`config.mk`:
```
export PLATFORM = sky130hd
export DESIGN_NAME = mtrt_request_term
export DESIGN_NICKNAME = d
export VERILOG_FILES = /design/src/hw/mtrt_pkg.sv /design/src/hw/mtrt_request_term.sv
export VERILOG_INCLUDE_DIRS = /design/src /design/src/hw
export SDC_FILE = /design/constraint.sdc
export NUM_CORES = 1
export LEC_CHECK = 0
export BUFFER_PORTS_ARGS = -buffer_cell sky130_fd_sc_hd__buf_2
export CORE_ASPECT_RATIO = 0.8
export CORE_UTILIZATION = 38
export DETAILED_ROUTE_END_ITERATION = 7
export GPL_TIMING_DRIVEN = 0
export HOLD_SLACK_MARGIN = 0.1
export PLACE_DENSITY_LB_ADDON = 0.12
export SETUP_SLACK_MARGIN = 0.1
export SLEW_MARGIN = 20
export SYNTH_ARGS = -nofsm -noshare
export SYNTH_HDL_FRONTEND = slang
export SYNTH_SLANG_ARGS = --single-unit
```
`constraint.sdc`:
```
create_clock -name clk_in -period 1 [get_ports clk_in]
set_clock_uncertainty 0.1 [all_clocks]
set_input_delay 0.15 -clock clk_in [delete_from_list [all_inputs] [get_ports clk_in]]
set_output_delay 0.15 -clock clk_in [all_outputs]
set_load 0.05 [all_outputs]
```
`src/hw/mtrt_params.svh`:
```
// constants for the transmit request termination block
// What this block does
// - accepted final frame switches to issue class
// - final ignored unless ready held one byte
// - final ignored unless parameters valid three bytes
// - end of frame drops byte acceptance
// - end of frame ignored without byte acceptance
// - abort makes transmitter send void/claim/beacon frame
// - abort drops byte acceptance
// - acceptance from control byte, drops after end
// - no byte acceptance while abort is asserted without end of frame
// - abort together with end of frame ignored
`ifndef MTRT_PARAMS_SVH
`define MTRT_PARAMS_SVH
`define MTRT_READY_BYTES 2'h1
`define MTRT_PARAM_BYTES 2'h3
`define MTRT_CLASS_CAPTURE 1'h0
`define MTRT_CLASS_ISSUE 1'h1
`endif

```
`src/hw/mtrt_pkg.sv`:
```
// types for the transmit request termination block
package mtrt_pkg;
    typedef enum logic [1:0] {
        MTRT_ABORT_NONE,
        MTRT_ABORT_VOID,
        MTRT_ABORT_CLAIM,
        MTRT_ABORT_BEACON
    } mtrt_abort_kind_t;
    typedef struct packed {
        logic request_ready;
        logic request_send;
        logic params_valid;
        logic final_frame_indication;
    } mtrt_req_t;
    typedef struct packed {
        logic [7:0] data;
        logic first_byte;
        logic end_of_frame_marker;
        logic abort_request;
    } mtrt_byte_t;
    typedef struct packed {
        logic transmit_aborted_indication;
        logic transmit_pass_indication;
        logic in_claim;
        logic in_beacon;
    } mtrt_tx_status_t;
endpackage

```
`src/hw/mtrt_request_term.sv`:
```
// termination, byte handshake and token class for transmit requests
`timescale 1ns/1ps
`include "mtrt_params.svh"

////////////////////////////////////////////////////////////////////////
// saturating qualification counter, cleared when its condition drops
module mtrt_qual_counter
    import mtrt_pkg::*;
#(
    parameter int CNT_W = 2
) (
    // clock and reset
    input wire logic clk_in,
    input wire logic sys_rst_in,
    // condition being qualified
    input wire logic cond_in,
    // byte times the condition has stood
    output logic [CNT_W-1:0] count_out
);
    localparam logic [CNT_W-1:0] CNT_MAX = {CNT_W{1'b1}};
    localparam logic [CNT_W-1:0] CNT_ONE = CNT_W'(1);

    logic [CNT_W-1:0] count_r;
    logic [CNT_W-1:0] count_nxt;

    // saturate so a long wait never wraps back below the threshold
    always_comb begin
        count_nxt = count_r;
        if (!cond_in) begin
            count_nxt = '0;
        end else if (count_r != CNT_MAX) begin
            count_nxt = count_r + CNT_ONE;
        end
    end

    always_ff @(posedge clk_in) begin
        if (sys_rst_in) begin
            count_r <= '0;
        end else begin
            count_r <= count_nxt;
        end
    end

    assign count_out = count_r;
endmodule

////////////////////////////////////////////////////////////////////////
// request termination, byte acceptance and token class
module mtrt_request_term
    import mtrt_pkg::*;
(
    // clock and reset
    input wire logic clk_in,
    input wire logic sys_rst_in,
    // request side
    input wire mtrt_req_t req_in,
    input wire mtrt_byte_t byte_in,
    // transmitter status
    input wire mtrt_tx_status_t tx_status_in,
    // outputs
    output logic transmit_byte_acceptance_out,
    output logic current_token_class_out,
    output logic [7:0] tx_byte_out,
    output logic tx_byte_valid_out,
    output logic tx_last_out,
    output mtrt_abort_kind_t abort_kind_out,
    output logic final_accepted_out
);
    ////////////////////////////////////////////////////////////////////
    localparam int CNT_W = 2;

    // qualification counts
    logic [CNT_W-1:0] ready_cnt;
    logic [CNT_W-1:0] param_cnt;

    // decoded request events
    logic final_ok;
    logic eof_take;
    logic abort_take;
    logic start_take;
    logic stop_status;
    logic byte_take;

    // registered state and next values
    logic accept_r;
    logic accept_nxt;
    logic class_r;
    logic class_nxt;
    logic final_acc_r;
    logic final_acc_nxt;
    logic [7:0] tx_byte_r;
    logic [7:0] tx_byte_nxt;
    logic tx_valid_r;
    logic tx_valid_nxt;
    logic tx_last_r;
    logic tx_last_nxt;
    mtrt_abort_kind_t abort_kind_r;
    mtrt_abort_kind_t abort_kind_nxt;

    ////////////////////////////////////////////////////////////////////
    // qualification counters
    mtrt_qual_counter #(
        .CNT_W(CNT_W)
    ) i_ready_qual (
        .clk_in(clk_in),
        .sys_rst_in(sys_rst_in),
        .cond_in(req_in.request_ready),
        .count_out(ready_cnt)
    );

    mtrt_qual_counter #(
        .CNT_W(CNT_W)
    ) i_param_qual (
        .clk_in(clk_in),
        .sys_rst_in(sys_rst_in),
        .cond_in(req_in.params_valid),
        .count_out(param_cnt)
    );

    ////////////////////////////////////////////////////////////////////
    // request event decode
    assign final_ok = req_in.final_frame_indication
        && req_in.request_ready
        && !req_in.request_send
        && (ready_cnt >= `MTRT_READY_BYTES)
        && (param_cnt >= `MTRT_PARAM_BYTES);

    // eof only counts while acceptance is up
    assign eof_take = byte_in.end_of_frame_marker && accept_r;
    assign abort_take = byte_in.abort_request && !byte_in.end_of_frame_marker;
    assign start_take = byte_in.first_byte && req_in.request_send;
    assign stop_status = tx_status_in.transmit_aborted_indication
        || tx_status_in.transmit_pass_indication;
    assign byte_take = accept_r || start_take;

    ////////////////////////////////////////////////////////////////////
    // token class
    always_comb begin
        class_nxt = class_r;
        if (final_ok) begin
            class_nxt = `MTRT_CLASS_ISSUE;
        end
    end

    always_ff @(posedge clk_in) begin
        if (sys_rst_in) begin
            class_r <= `MTRT_CLASS_CAPTURE;
        end else begin
            class_r <= class_nxt;
        end
    end

    // one pulse per byte time in which final is taken
    always_comb begin
        final_acc_nxt = final_ok;
    end

    always_ff @(posedge clk_in) begin
        if (sys_rst_in) begin
            final_acc_r <= 1'b0;
        end else begin
            final_acc_r <= final_acc_nxt;
        end
    end

    ////////////////////////////////////////////////////////////////////
    // byte acceptance handshake; abort outranks everything but eof
    always_comb begin
        accept_nxt = accept_r;
        if (abort_take) begin
            accept_nxt = 1'b0;
        end else if (eof_take) begin
            accept_nxt = 1'b0;
        end else if (stop_status) begin
            accept_nxt = 1'b0;
        end else if (start_take) begin
            accept_nxt = 1'b1;
        end
    end

    always_ff @(posedge clk_in) begin
        if (sys_rst_in) begin
            accept_r <= 1'b0;
        end else begin
            accept_r <= accept_nxt;
        end
    end

    ////////////////////////////////////////////////////////////////////
    // byte path to the transmitter
    always_comb begin
        tx_byte_nxt = byte_in.data;
        tx_valid_nxt = byte_take && !abort_take;
        tx_last_nxt = eof_take;
    end

    always_ff @(posedge clk_in) begin
        if (sys_rst_in) begin
            tx_byte_r <= 8'h00;
            tx_valid_r <= 1'b0;
            tx_last_r <= 1'b0;
        end else begin
            tx_byte_r <= tx_byte_nxt;
            tx_valid_r <= tx_valid_nxt;
            tx_last_r <= tx_last_nxt;
        end
    end

    ////////////////////////////////////////////////////////////////////
    // abort substitutes a void, claim or beacon frame
    always_comb begin
        abort_kind_nxt = MTRT_ABORT_NONE;
        if (abort_take && accept_r) begin
            if (tx_status_in.in_beacon) begin
                abort_kind_nxt = MTRT_ABORT_BEACON;
            end else if (tx_status_in.in_claim) begin
                abort_kind_nxt = MTRT_ABORT_CLAIM;
            end else begin
                abort_kind_nxt = MTRT_ABORT_VOID;
            end
        end
    end

    always_ff @(posedge clk_in) begin
        if (sys_rst_in) begin
            abort_kind_r <= MTRT_ABORT_NONE;
        end else begin
            abort_kind_r <= abort_kind_nxt;
        end
    end

    ////////////////////////////////////////////////////////////////////
    // outputs, each straight from its register
    assign transmit_byte_acceptance_out = accept_r;
    assign current_token_class_out = class_r;
    assign final_accepted_out = final_acc_r;
    assign tx_byte_out = tx_byte_r;
    assign tx_byte_valid_out = tx_valid_r;
    assign tx_last_out = tx_last_r;
    assign abort_kind_out = abort_kind_r;
endmodule

```
==> results of run 1 <==
[how the worst max path moves through the flow]
stage	slack [ps]	to	cells after the start	startpoint
final	-80	transmit_byte_acceptance_out	1	transmit_byte_acceptance_out
after detailed placement	-40	current_token_class_out	4	i_ready_qual.count_out[0]
after CTS	-80	transmit_byte_acceptance_out	1	transmit_byte_acceptance_out
after floorplan	-4	current_token_class_out	4	i_ready_qual.count_out[0]
after global placement	-30	current_token_class_out	4	i_ready_qual.count_out[0]
after global routing	-110	current_token_class_out	4	i_ready_qual.count_out[0]
[metal layers]
| layer | wire length [microns] | GRT usage (%) |
|---|---|---|
| met1 | 584 | 16.4 |
| met2 | 805 | 30.8 |
| met3 | 94 | 5.81 |
| met4 | 17 | 8.82 |
| met5 | 0 | 0 |
[cells in the final DEF, fill, tap and decap left out]
| cell type | count |
|---|---|
| a211o_1 | 1 |
| a21oi_1 | 1 |
| and3b_1 | 1 |
| and4b_1 | 1 |
| and4bb_2 | 1 |
| buf_2 | 20 |
| buf_4 | 4 |
| buf_6 | 9 |
| buf_8 | 8 |
| clkbuf_4 | 3 |
| clkinv_2 | 1 |
| dfxtp_2 | 18 |
| dfxtp_4 | 1 |
| dlygate4sd3_1 | 10 |
| ha_2 | 1 |
| ha_4 | 2 |
| inv_1 | 1 |
| inv_2 | 2 |
| mux2i_1 | 2 |
| nand2b_1 | 2 |
| nand2b_4 | 3 |
| nor2_1 | 5 |
| nor2b_1 | 8 |
| nor2b_2 | 1 |
| nor3_1 | 1 |
| nor3_2 | 1 |
| nor4_2 | 1 |
| o32ai_2 | 1 |
| xor2_1 | 1 |
| xor2_2 | 1 |
[cell type report]
class	instances	area share [%]
Buffer	1	0.897
Clock inverter	1	0.399
Tap cell	22	2.19
Timing Repair Buffer	50	35.1
Sequential cell	19	32.4
Clock buffer	3	1.79
Multi-Input combinational cell	35	26.3
Inverter	3	0.897
[power by group through the flow]
stage          sequential (W)  combinational, W  clock, W
2_1_floorplan        0.000884         0.0000658         0
3_3_place_gp         0.000812          0.000206         0
3_5_place_dp         0.000813          0.000209         0
4_1_cts              0.000804          0.000277  0.000405
5_1_grt              0.000810          0.000314  0.000437
6_report             0.000807          0.000295  0.000379
[synthesized netlist by cell type]
cell type and n:
a211o_1 1, a21oi_1 1, and3b_1 1, and4b_1 1
and4bb_2 1, buf_6 1, dfxtp_1 19, ha_1 3
inv_1 3, mux2i_1 2, nand2b_1 4, nand2b_4 1
nor2_1 5, nor2b_1 8, nor2b_2 1, nor3_1 2
nor4_2 1, o32ai_2 1, xor2_1 2
[sequential cells by signal, summed over array words and instances, names as in the netlist]
register and count:
transmit_byte_acceptance_out 1, i_param_qual.count_out 2, tx_byte_valid_out 1, tx_last_out 1, current_token_class_out 1, final_accepted_out 1
i_ready_qual.count_out 2, tx_byte_out 8, abort_kind_out 2
[worst min-delay path, delay by kind of cell]
family | cells | cell delay (ps)
buffers and inverters | 1 | 110
AND/OR/NAND/NOR | 2 | 110
[cells by family (layout without fill, tap and decap cells)]
family / count (synthesis) / in the layout
xor+xnor: 2 / 2
mux: 2 / 2
buf+inv: 4 / 58
fa+ha+maj: 3 / 3
simple gates: 25 / 25
flops: 19 / 19
compound gates: 3 / 3
[per-stage QoR]
step | utilization [%] | TNS [ps] | hold slack (ps) | total power [W] | area [sq um]
after floorplan | - | -3.80 | 122 | 0.000950 | 708
after global placement | 55.4 | -36.7 | 258 | 0.00102 | 911
after detailed placement | 55.4 | -59.6 | 263 | 0.00102 | 911
after CTS | 73.6 | -741 | -20.4 | 0.00149 | 1210
after global routing | 76.4 | -1440 | -19.8 | 0.00156 | 1250
final | 76.4 | -600 | 5.56 | 0.00148 | 1250
[what timing repair did]
action	CTS	global route
pin swaps	4	3
endpoints found under the setup margin	22	24
hold endpoints to repair	18	7
gates cloned	0	0
resized for setup	53	7
buffers inserted	3	2
==> flow_summary.json, run 1 <==
{
  "outcome": "finished with violations",
  "violations": "negative setup slack",
  "final_nets": 137,
  "crit_arrival_ps": 830,
  "netlist_area_sq_um": 678,
  "worst_setup_path_start_kind": "flip-flop",
  "grt_remaining_overflow": 0,
  "critPathBufInv": 1,
  "layoutNonFillerInstCount": 134,
  "synth_top_area_cell": "dfxtp_1",
  "vias_per_cell": 4.47,
  "maxCapViolCount": 0,
  "combPwrFrac_pct": 19.9,
  "cts_hold_buffers": 10,
  "ir_worst_vdd_mv": 0.840,
  "initial_core_util_pct": 41.3,
  "max_slew.worst_pin.slew_ps": 211,
  "track_usage_pct": 16.3,
  "cts_inserted_buffers": 3,
  "crit_slowest_cell": "dfxtp_4",
  "clock_latency_ps": 290,
  "r2r_slack_ps": -60,
  "wl_per_cell_microns": 11.2,
  "rsz0062_at_grt": "yes",
  "register_area_sq_um": 407,
  "drtAntennaViolNets": 0,
  "cts_tree": "done",
  "drive_gt1_share_pct": 69.6,
  "synth_top_area_share_pct": 56.1,
  "syn_inst": 58,
  "critPathKind": "reg -> out",
  "p_leak_nw": 0.567,
  "port_buffers": 35,
  "r2r.worst_path.cells": 4,
  "dieArea_sq_um": 1960,
  "yosys.area_share.adder_pct": 5.54,
  "pin_count": 36,
  "area_growth_pct": 85.1,
  "power_frac_clock_pct": 25.6,
  "synth_area_per_cell_sq_um": 11.7,
  "synth-simple-area-share_pct": 25.1,
  "multi_input_area_sq_um": 330,
  "diodes": 0,
  "clk_pin_slew_ps": 100,
  "drt_iter0_markers": 9,
  "gp_congestion": 0.597,
  "grt_pass1_vias": 522,
  "cp-end-kind": "output port",
  "p_int_w": 0.00109,
  "num_vias": 599,
  "synth_compound_area_share_pct": 4.43,
  "synth_cell_types": 19,
  "hold_class": "in -> reg",
  "critical_path.cell_chain": "buf_8",
  "switchingPower_w": 0.000389,
  "drc": 0,
  "grt_max_degree": 12,
  "nFillCells": 125,
  "relSlewSlack_pct": 85.9,
  "timing.rr.start": "i_ready_qual.count_out[0]",
  "cts_buffer_depth": 2,
  "synthTopCellsByArea": "dfxtp_1, nor2b_1, ha_1",
  "rows": 13,
  "synthXorXnorAreaFrac_pct": 2.58,
  "switching_share_pct": 26.3,
  "drt_wl_total_microns": 1500,
  "fp.dieH_microns": 39.8,
  "synth_top_family_by_area": "simple AND/OR/NAND/NOR gates",
  "whs_path_depth": 3,
  "setup_slack_ps": -78.9,
  "holdPathEnd": "final_accepted_out",
  "ys_ff_latch": 19,
  "fmax_ghz": 0.927,
  "final-hold-violation-count": 0,
  "synthMuxAreaShare_pct": 2.95,
  "fin_crit_sh_pct": 108,
  "dp_cells": 115,
  "report.final.slew_viol_count": 0,
  "cpPeakStageDelay_ps": 390,
  "drt-pass1-iter-count": 4,
  "fp.dieW_microns": 49.2,
  "seqPwrFrac_pct": 54.5,
  "min_period_ps": 1080,
  "p_per_area_nw_per_um2": 1180,
  "hp-start": "req_in[0]",
  "cp_data_required_time_ps": 750,
  "critical-path-top-delay-family": "flip-flops",
  "fp.coreArea_sq_um": 1640,
  "clock-sinks": 19,
  "path_max_fanout": 4,
  "yosys_warnings": 0,
  "yosysSeqAreaShare_pct": 56.1,
  "setup_violations": 17,
  "dp_hpwl_microns": 803,
  "grt_pass1_wl_microns": 2160,
  "dp_slack_ps": -37.2,
  "r2r_end": "current_token_class_out",
  "ctsRootBufferMaster": "clkbuf_4",
  "synth.net_count": 82,
  "ctsHtreeMaxLevel": 1,
  "antenna_found_initial": 0
}
(Power assumes the default switching activity.)
==> run 2, diff against run 1 <==
Settings changed: ABC_CLOCK_PERIOD_IN_PS from default to 1000, CORE_UTILIZATION 38 to 37, SYNTH_HIERARCHICAL from default to 1.
==> flow_summary.json, run 2 <==
{
  "critical-path-top-delay-family": "flip-flops",
  "timing.rr.start": "i_ready_qual/count_out[1]",
  "fin_crit_sh_pct": 107,
  "report.final.slew_viol_count": 0,
  "drt-pass1-iter-count": 2,
  "cts_tree": "done",
  "grt_max_degree": 12,
  "synthMostInstantiatedCell": "dfxtp_1",
  "min_period_ps": 1070,
  "grt_pass1_vias": 475,
  "setup_slack_ps": -70.0,
  "synth_ff_type": "dfxtp_1",
  "pin_count": 36,
  "clock-sinks": 19,
  "ir_worst_vdd_mv": 0.763,
  "netlist_area_sq_um": 649,
  "fmax_ghz": 0.935,
  "drive_gt1_share_pct": 66.0,
  "ctsHtreeMaxLevel": 1,
  "cts_buffer_depth": 2,
  "fp.dieH_microns": 39.5,
  "async_flop_share_pct": 0,
  "whs_path_depth": 3,
  "yosysSeqAreaShare_pct": 58.6,
  "fin_setup_tns_ps": -474,
  "synthTopCellsByArea": "dfxtp_1, nor2b_1, ha_1",
  "num_vias": 567,
  "drc": 0,
  "clock_latency_ps": 300,
  "largest_register_ffs": 8,
  "crit_slowest_cell": "dfxtp_4",
  "track_usage_pct": 15.5,
  "cp-end-kind": "output port",
  "fp.coreArea_sq_um": 1640,
  "drtAntennaViolNets": 0,
  "dp_hpwl_microns": 848,
  "relSlewSlack_pct": 88.4,
  "r2r_slack_ps": 40,
  "fp.dieW_microns": 48.8,
  "syn_inst": 55,
  "p_leak_nw": 0.529,
  "cts_hold_buffers": 10,
  "nFillCells": 121,
  "synth_cell_types": 20,
  "critical_path.cell_chain": "buf_8",
  "final_common_cell": "buf_2",
  "final_nets": 130,
  "worst_setup_path_start_kind": "flip-flop",
  "cpPeakStageDelay_ps": 380,
  "synth_top_area_cell": "dfxtp_1",
  "rows": 13,
  "grt_remaining_overflow": 0,
  "multi_input_area_sq_um": 303,
  "synth-edff-count": 0,
  "r2r_end": "i_ready_qual/count_out[1]",
  "grt_pass1_wl_microns": 2090,
  "r2r.worst_path.cells": 3,
  "area_growth_pct": 84.4,
  "diodes": 0,
  "crit_arrival_ps": 820,
  "register_area_sq_um": 414,
  "hp-start": "tx_status_in[3]",
  "yosys_warnings": 6,
  "clk_pin_slew_ps": 100,
  "drt_wl_total_microns": 1460,
  "gp_congestion": 0.653,
  "initial_core_util_pct": 39.5,
  "synth.net_count": 78,
  "synthTopCellsByCount": "dfxtp_1, nor2b_1, nor2_1",
  "layout_common_cells": "buf_2, dfxtp_2, dlygate4sd3_1",
  "port_buffers": 35,
  "vias_per_cell": 4.43,
  "setup_violations": 15,
  "critPathBufInv": 1,
  "max_slew.worst_pin.slew_ps": 172,
  "violations": "negative hold slack, negative setup slack",
  "critPathKind": "reg -> out",
  "dieArea_sq_um": 1930,
  "hold_class": "in -> reg",
  "maxCapViolCount": 0,
  "wl_per_cell_microns": 11.4,
  "synth_top_area_share_pct": 58.6,
  "ys_ff_latch": 19,
  "synth_area_per_cell_sq_um": 11.8,
  "antenna_found_initial": 0,
  "outcome": "finished with violations",
  "final-hold-violation-count": 1,
  "drt_iter0_markers": 4,
  "cp_data_required_time_ps": 750,
  "rsz0062_at_grt": "yes",
  "hold_ws_ps": -6.69,
  "path_max_fanout": 4,
  "p_per_area_nw_per_um2": 1210,
  "holdPathEnd": "transmit_byte_acceptance_out",
  "cts_inserted_buffers": 3,
  "ctsRootBufferMaster": "clkbuf_4"
}
==> run 2: logic make-up (layout without fill, tap and decap cells) <==
family,Yosys count,in the layout,share of synthesized area (%)
AOI/OAI and AO/OA,4,4,4.05
xor gates and xnor gates,2,2,2.70
adders and majority gates,2,2,3.85
buffers and inverters,1,52,1.73
DFF,19,19,58.6
muxes,2,2,3.08
and+or+nand+nor,25,25,26.0
==> run 2: per-stage QoR <==
step                setup slack (ps)  cell area, sq um  total power [W]  cells  util, %
global route                    -112              1200          0.00154    128     72.9
global placement                63.6               887          0.00101    112     54.0
CTS                            -84.1              1160          0.00146    127     70.8
detailed placement              53.4               887          0.00101    112     54.0
floorplan                       38.4               684         0.000942     55        -
finish                         -70.0              1200          0.00145    128     72.9
==> run 2: per-layer routing <==
metal / global-route usage [%] / vias to the layer above / routed length [microns]
met2: 28.8 / 22 / 800
met5: 0 / - / 0
met4: 2.21 / 0 / 0
met1: 16.6 / 257 / 571
li1: - / 288 / -
met3: 7.75 / 0 / 83
==> run 2: final cells by class <==
cell class	count	share of cell area, %
Tap cell	22	2.30
Clock buffer	3	1.88
Buffer	1	0.940
Clock inverter	1	0.418
Multi-Input combinational cell	35	25.3
Sequential cell	19	34.6
Timing Repair Buffer	47	34.6
==> run 2: worst register-to-register path: stages (launching register included) <==
cell	delay, ps
dfxtp_2	380
ha_4	210
mux2i_1	110
nor2_1	60
==> run 2: how the worst max path moves through the flow <==
stage | start | to | depth (start not counted)
final | transmit_byte_acceptance_out | transmit_byte_acceptance_out | 1
after global routing | transmit_byte_acceptance_out | transmit_byte_acceptance_out | 1
after CTS | transmit_byte_acceptance_out | transmit_byte_acceptance_out | 1
after detailed placement | i_param_qual/count_out[1] | i_param_qual/count_out[1] | 3
after global placement | i_param_qual/count_out[1] | i_param_qual/count_out[1] | 3
after floorplan | transmit_byte_acceptance_out | transmit_byte_acceptance_out | 2
==> run 2: what timing repair did <==
action | in CTS | in global routing
resized for setup | 51 | 8
hold endpoints to repair | 18 | 5
cloned | 0 | 0
endpoints found under the setup margin | 20 | 25
pin swaps | 5 | 4
buffers inserted | 1 | 1
==> run 2: power by group <==
part           leakage, nW  internal (W)  switching (W)
combinational        0.346      0.000137       0.000132
sequential           0.164      0.000783      0.0000220
clock               0.0177      0.000149       0.000230
total                0.529       0.00107       0.000384
==> run 3, diff against run 2 <==
Settings changed: ABC_CLOCK_PERIOD_IN_PS 1000 to 930, CORE_UTILIZATION 37 to 38, MAX_ROUTING_LAYER from default to met4, SYNTH_HIERARCHICAL 1 to default.
Clock period 1 ns to 0.93 ns, I/O delays scaled along.
==> flow_summary.json, run 3 (same netlist as run 1, synthesis figures left out) <==
{
  "min_period_ps": 1070,
  "final-hold-violation-count": 2,
  "gp_congestion": 0.700,
  "outcome": "finished with violations",
  "whs_path_depth": 3,
  "port_buffers": 35,
  "cts_hold_buffers": 10,
  "cts_buffer_depth": 2,
  "num_vias": 589,
  "drive_gt1_share_pct": 69.4,
  "area_growth_pct": 83.8,
  "cts_tree": "done",
  "dieArea_sq_um": 1960,
  "rows": 13,
  "grt_pass1_wl_microns": 2430,
  "clock-sinks": 19,
  "relSlewSlack_pct": 87.7,
  "layoutNonFillerInstCount": 133,
  "placed_cell_area_sq_um": 915,
  "hp-start": "tx_status_in[3]",
  "p_per_area_nw_per_um2": 1280,
  "ctsRootBufferMaster": "clkbuf_4",
  "grt_max_degree": 12,
  "layout_common_cells": "buf_2, dfxtp_2, buf_6",
  "fin_crit_sh_pct": 115,
  "r2r_slack_ps": -140,
  "rsz0062_at_grt": "yes",
  "vias_per_cell": 4.43,
  "fp.dieH_microns": 39.8,
  "grt_remaining_overflow": 0,
  "pin_count": 36,
  "drc": 0,
  "setup_violations": 22,
  "cp-end-kind": "flip-flop",
  "fp.coreArea_sq_um": 1640,
  "fp.dieW_microns": 49.2,
  "holdPathEnd": "transmit_byte_acceptance_out",
  "drt_wl_total_microns": 1470,
  "clk_pin_slew_ps": 110,
  "p_leak_nw": 0.571,
  "final_nets": 136,
  "largest_register_ffs": 8,
  "drt-pass1-iter-count": 2,
  "ir_worst_vdd_mv": 1.24,
  "hold_class": "in -> reg",
  "r2r.worst_path.cells": 4,
  "r2r_end": "current_token_class_out",
  "nFillCells": 118,
  "dp_hpwl_microns": 855,
  "cp_data_required_time_ps": 1040,
  "antenna_found_initial": 0,
  "initial_core_util_pct": 41.3,
  "critPathKind": "reg -> reg",
  "ctsHtreeMaxLevel": 1,
  "dp_cells": 115,
  "timing.rr.start": "i_ready_qual.count_out[0]",
  "violations": "negative hold slack, negative setup slack",
  "report.final.slew_viol_count": 0,
  "wl_per_cell_microns": 11.0,
  "maxCapViolCount": 0,
  "clock_latency_ps": 290,
  "max_slew.worst_pin.slew_ps": 184,
  "cts_inserted_buffers": 3,
  "fin_area_sq_um": 1250,
  "grt_pass1_vias": 585,
  "crit_arrival_ps": 1180,
  "track_usage_pct": 19.2,
  "diodes": 0,
  "fmax_ghz": 0.937,
  "total_power_w": 0.00160,
  "path_max_fanout": 3,
  "hold_ws_ps": -18.8,
  "final_common_cell": "buf_2",
  "drt_iter0_markers": 2,
  "worst_setup_path_start_kind": "flip-flop",
  "drtAntennaViolNets": 0,
  "setup_slack_ps": -137
}
-- run 3: changes by cell type in the layout (fill, tap and decap cells not counted), sizes merged, moves of 2 or more --
| cell | previous run | this run |
|---|---|---|
| inv | 0 | 3 |
| and2b | 2 | 0 |
| buf | 38 | 40 |
| nor2b | 7 | 9 |
-- run 3: final cells by class --
cell class	count	area, sq um	area share [%]
repair buffers	49	428	34.3
flip-flops and latches	19	407	32.6
multi-input cells	35	334	26.8
well taps	22	27.5	2.21
clock inverters	1	5.00	0.402
plain buffers	1	11.3	0.904
clock buffers	3	22.5	1.81
inverters	3	11.3	0.904
-- run 3: routing by layer --
metal	GRT usage, %	vias up	wire length [microns]
met5	-	-	0
met4	11.0	0	12
met3	6.98	2	99
met2	38.4	25	823
met1	16.1	262	534
li1	-	300	-
-- run 3: critical path, cell delays in order (launching register included) --
cell      delay [ps]
dfxtp_2          370
inv_2             50
ha_4             140
nand2b_4         140
o32ai_2          190
-- run 3: worst max path at each step --
stage | startpoint | end | slack [ps] | cells after the start
finish | i_ready_qual.count_out[0] | current_token_class_out | -140 | 4
global route | i_ready_qual.count_out[0] | current_token_class_out | -180 | 4
detailed placement | i_ready_qual.count_out[1] | current_token_class_out | -130 | 4
global placement | i_ready_qual.count_out[0] | current_token_class_out | -100 | 4
CTS | transmit_byte_acceptance_out | transmit_byte_acceptance_out | -140 | 1
floorplan | i_ready_qual.count_out[0] | current_token_class_out | -70 | 4
-- run 3: what timing repair did --
item | CTS | global route
endpoints found under the setup margin | 22 | 26
resized for setup | 52 | 7
hold endpoints to repair | 18 | 8
setup buffers | 4 | 1
pin swaps | 3 | 3
-- run 3: report_power, final --
group / internal (W) / switching, W
Combinational: 0.000165 / 0.000151
Sequential: 0.000847 / 0.0000205
Clock: 0.000160 / 0.000255
-- run 3: per-stage QoR --
step | setup TNS (ps) | setup slack (ps) | util [%]
final | -1760 | -137 | 75.9
after global routing | -2690 | -182 | 75.9
after CTS | -2000 | -141 | 74.1
after detailed placement | -318 | -126 | 55.7
after global placement | -225 | -104 | 55.7
after floorplan | -165 | -73.8 | -
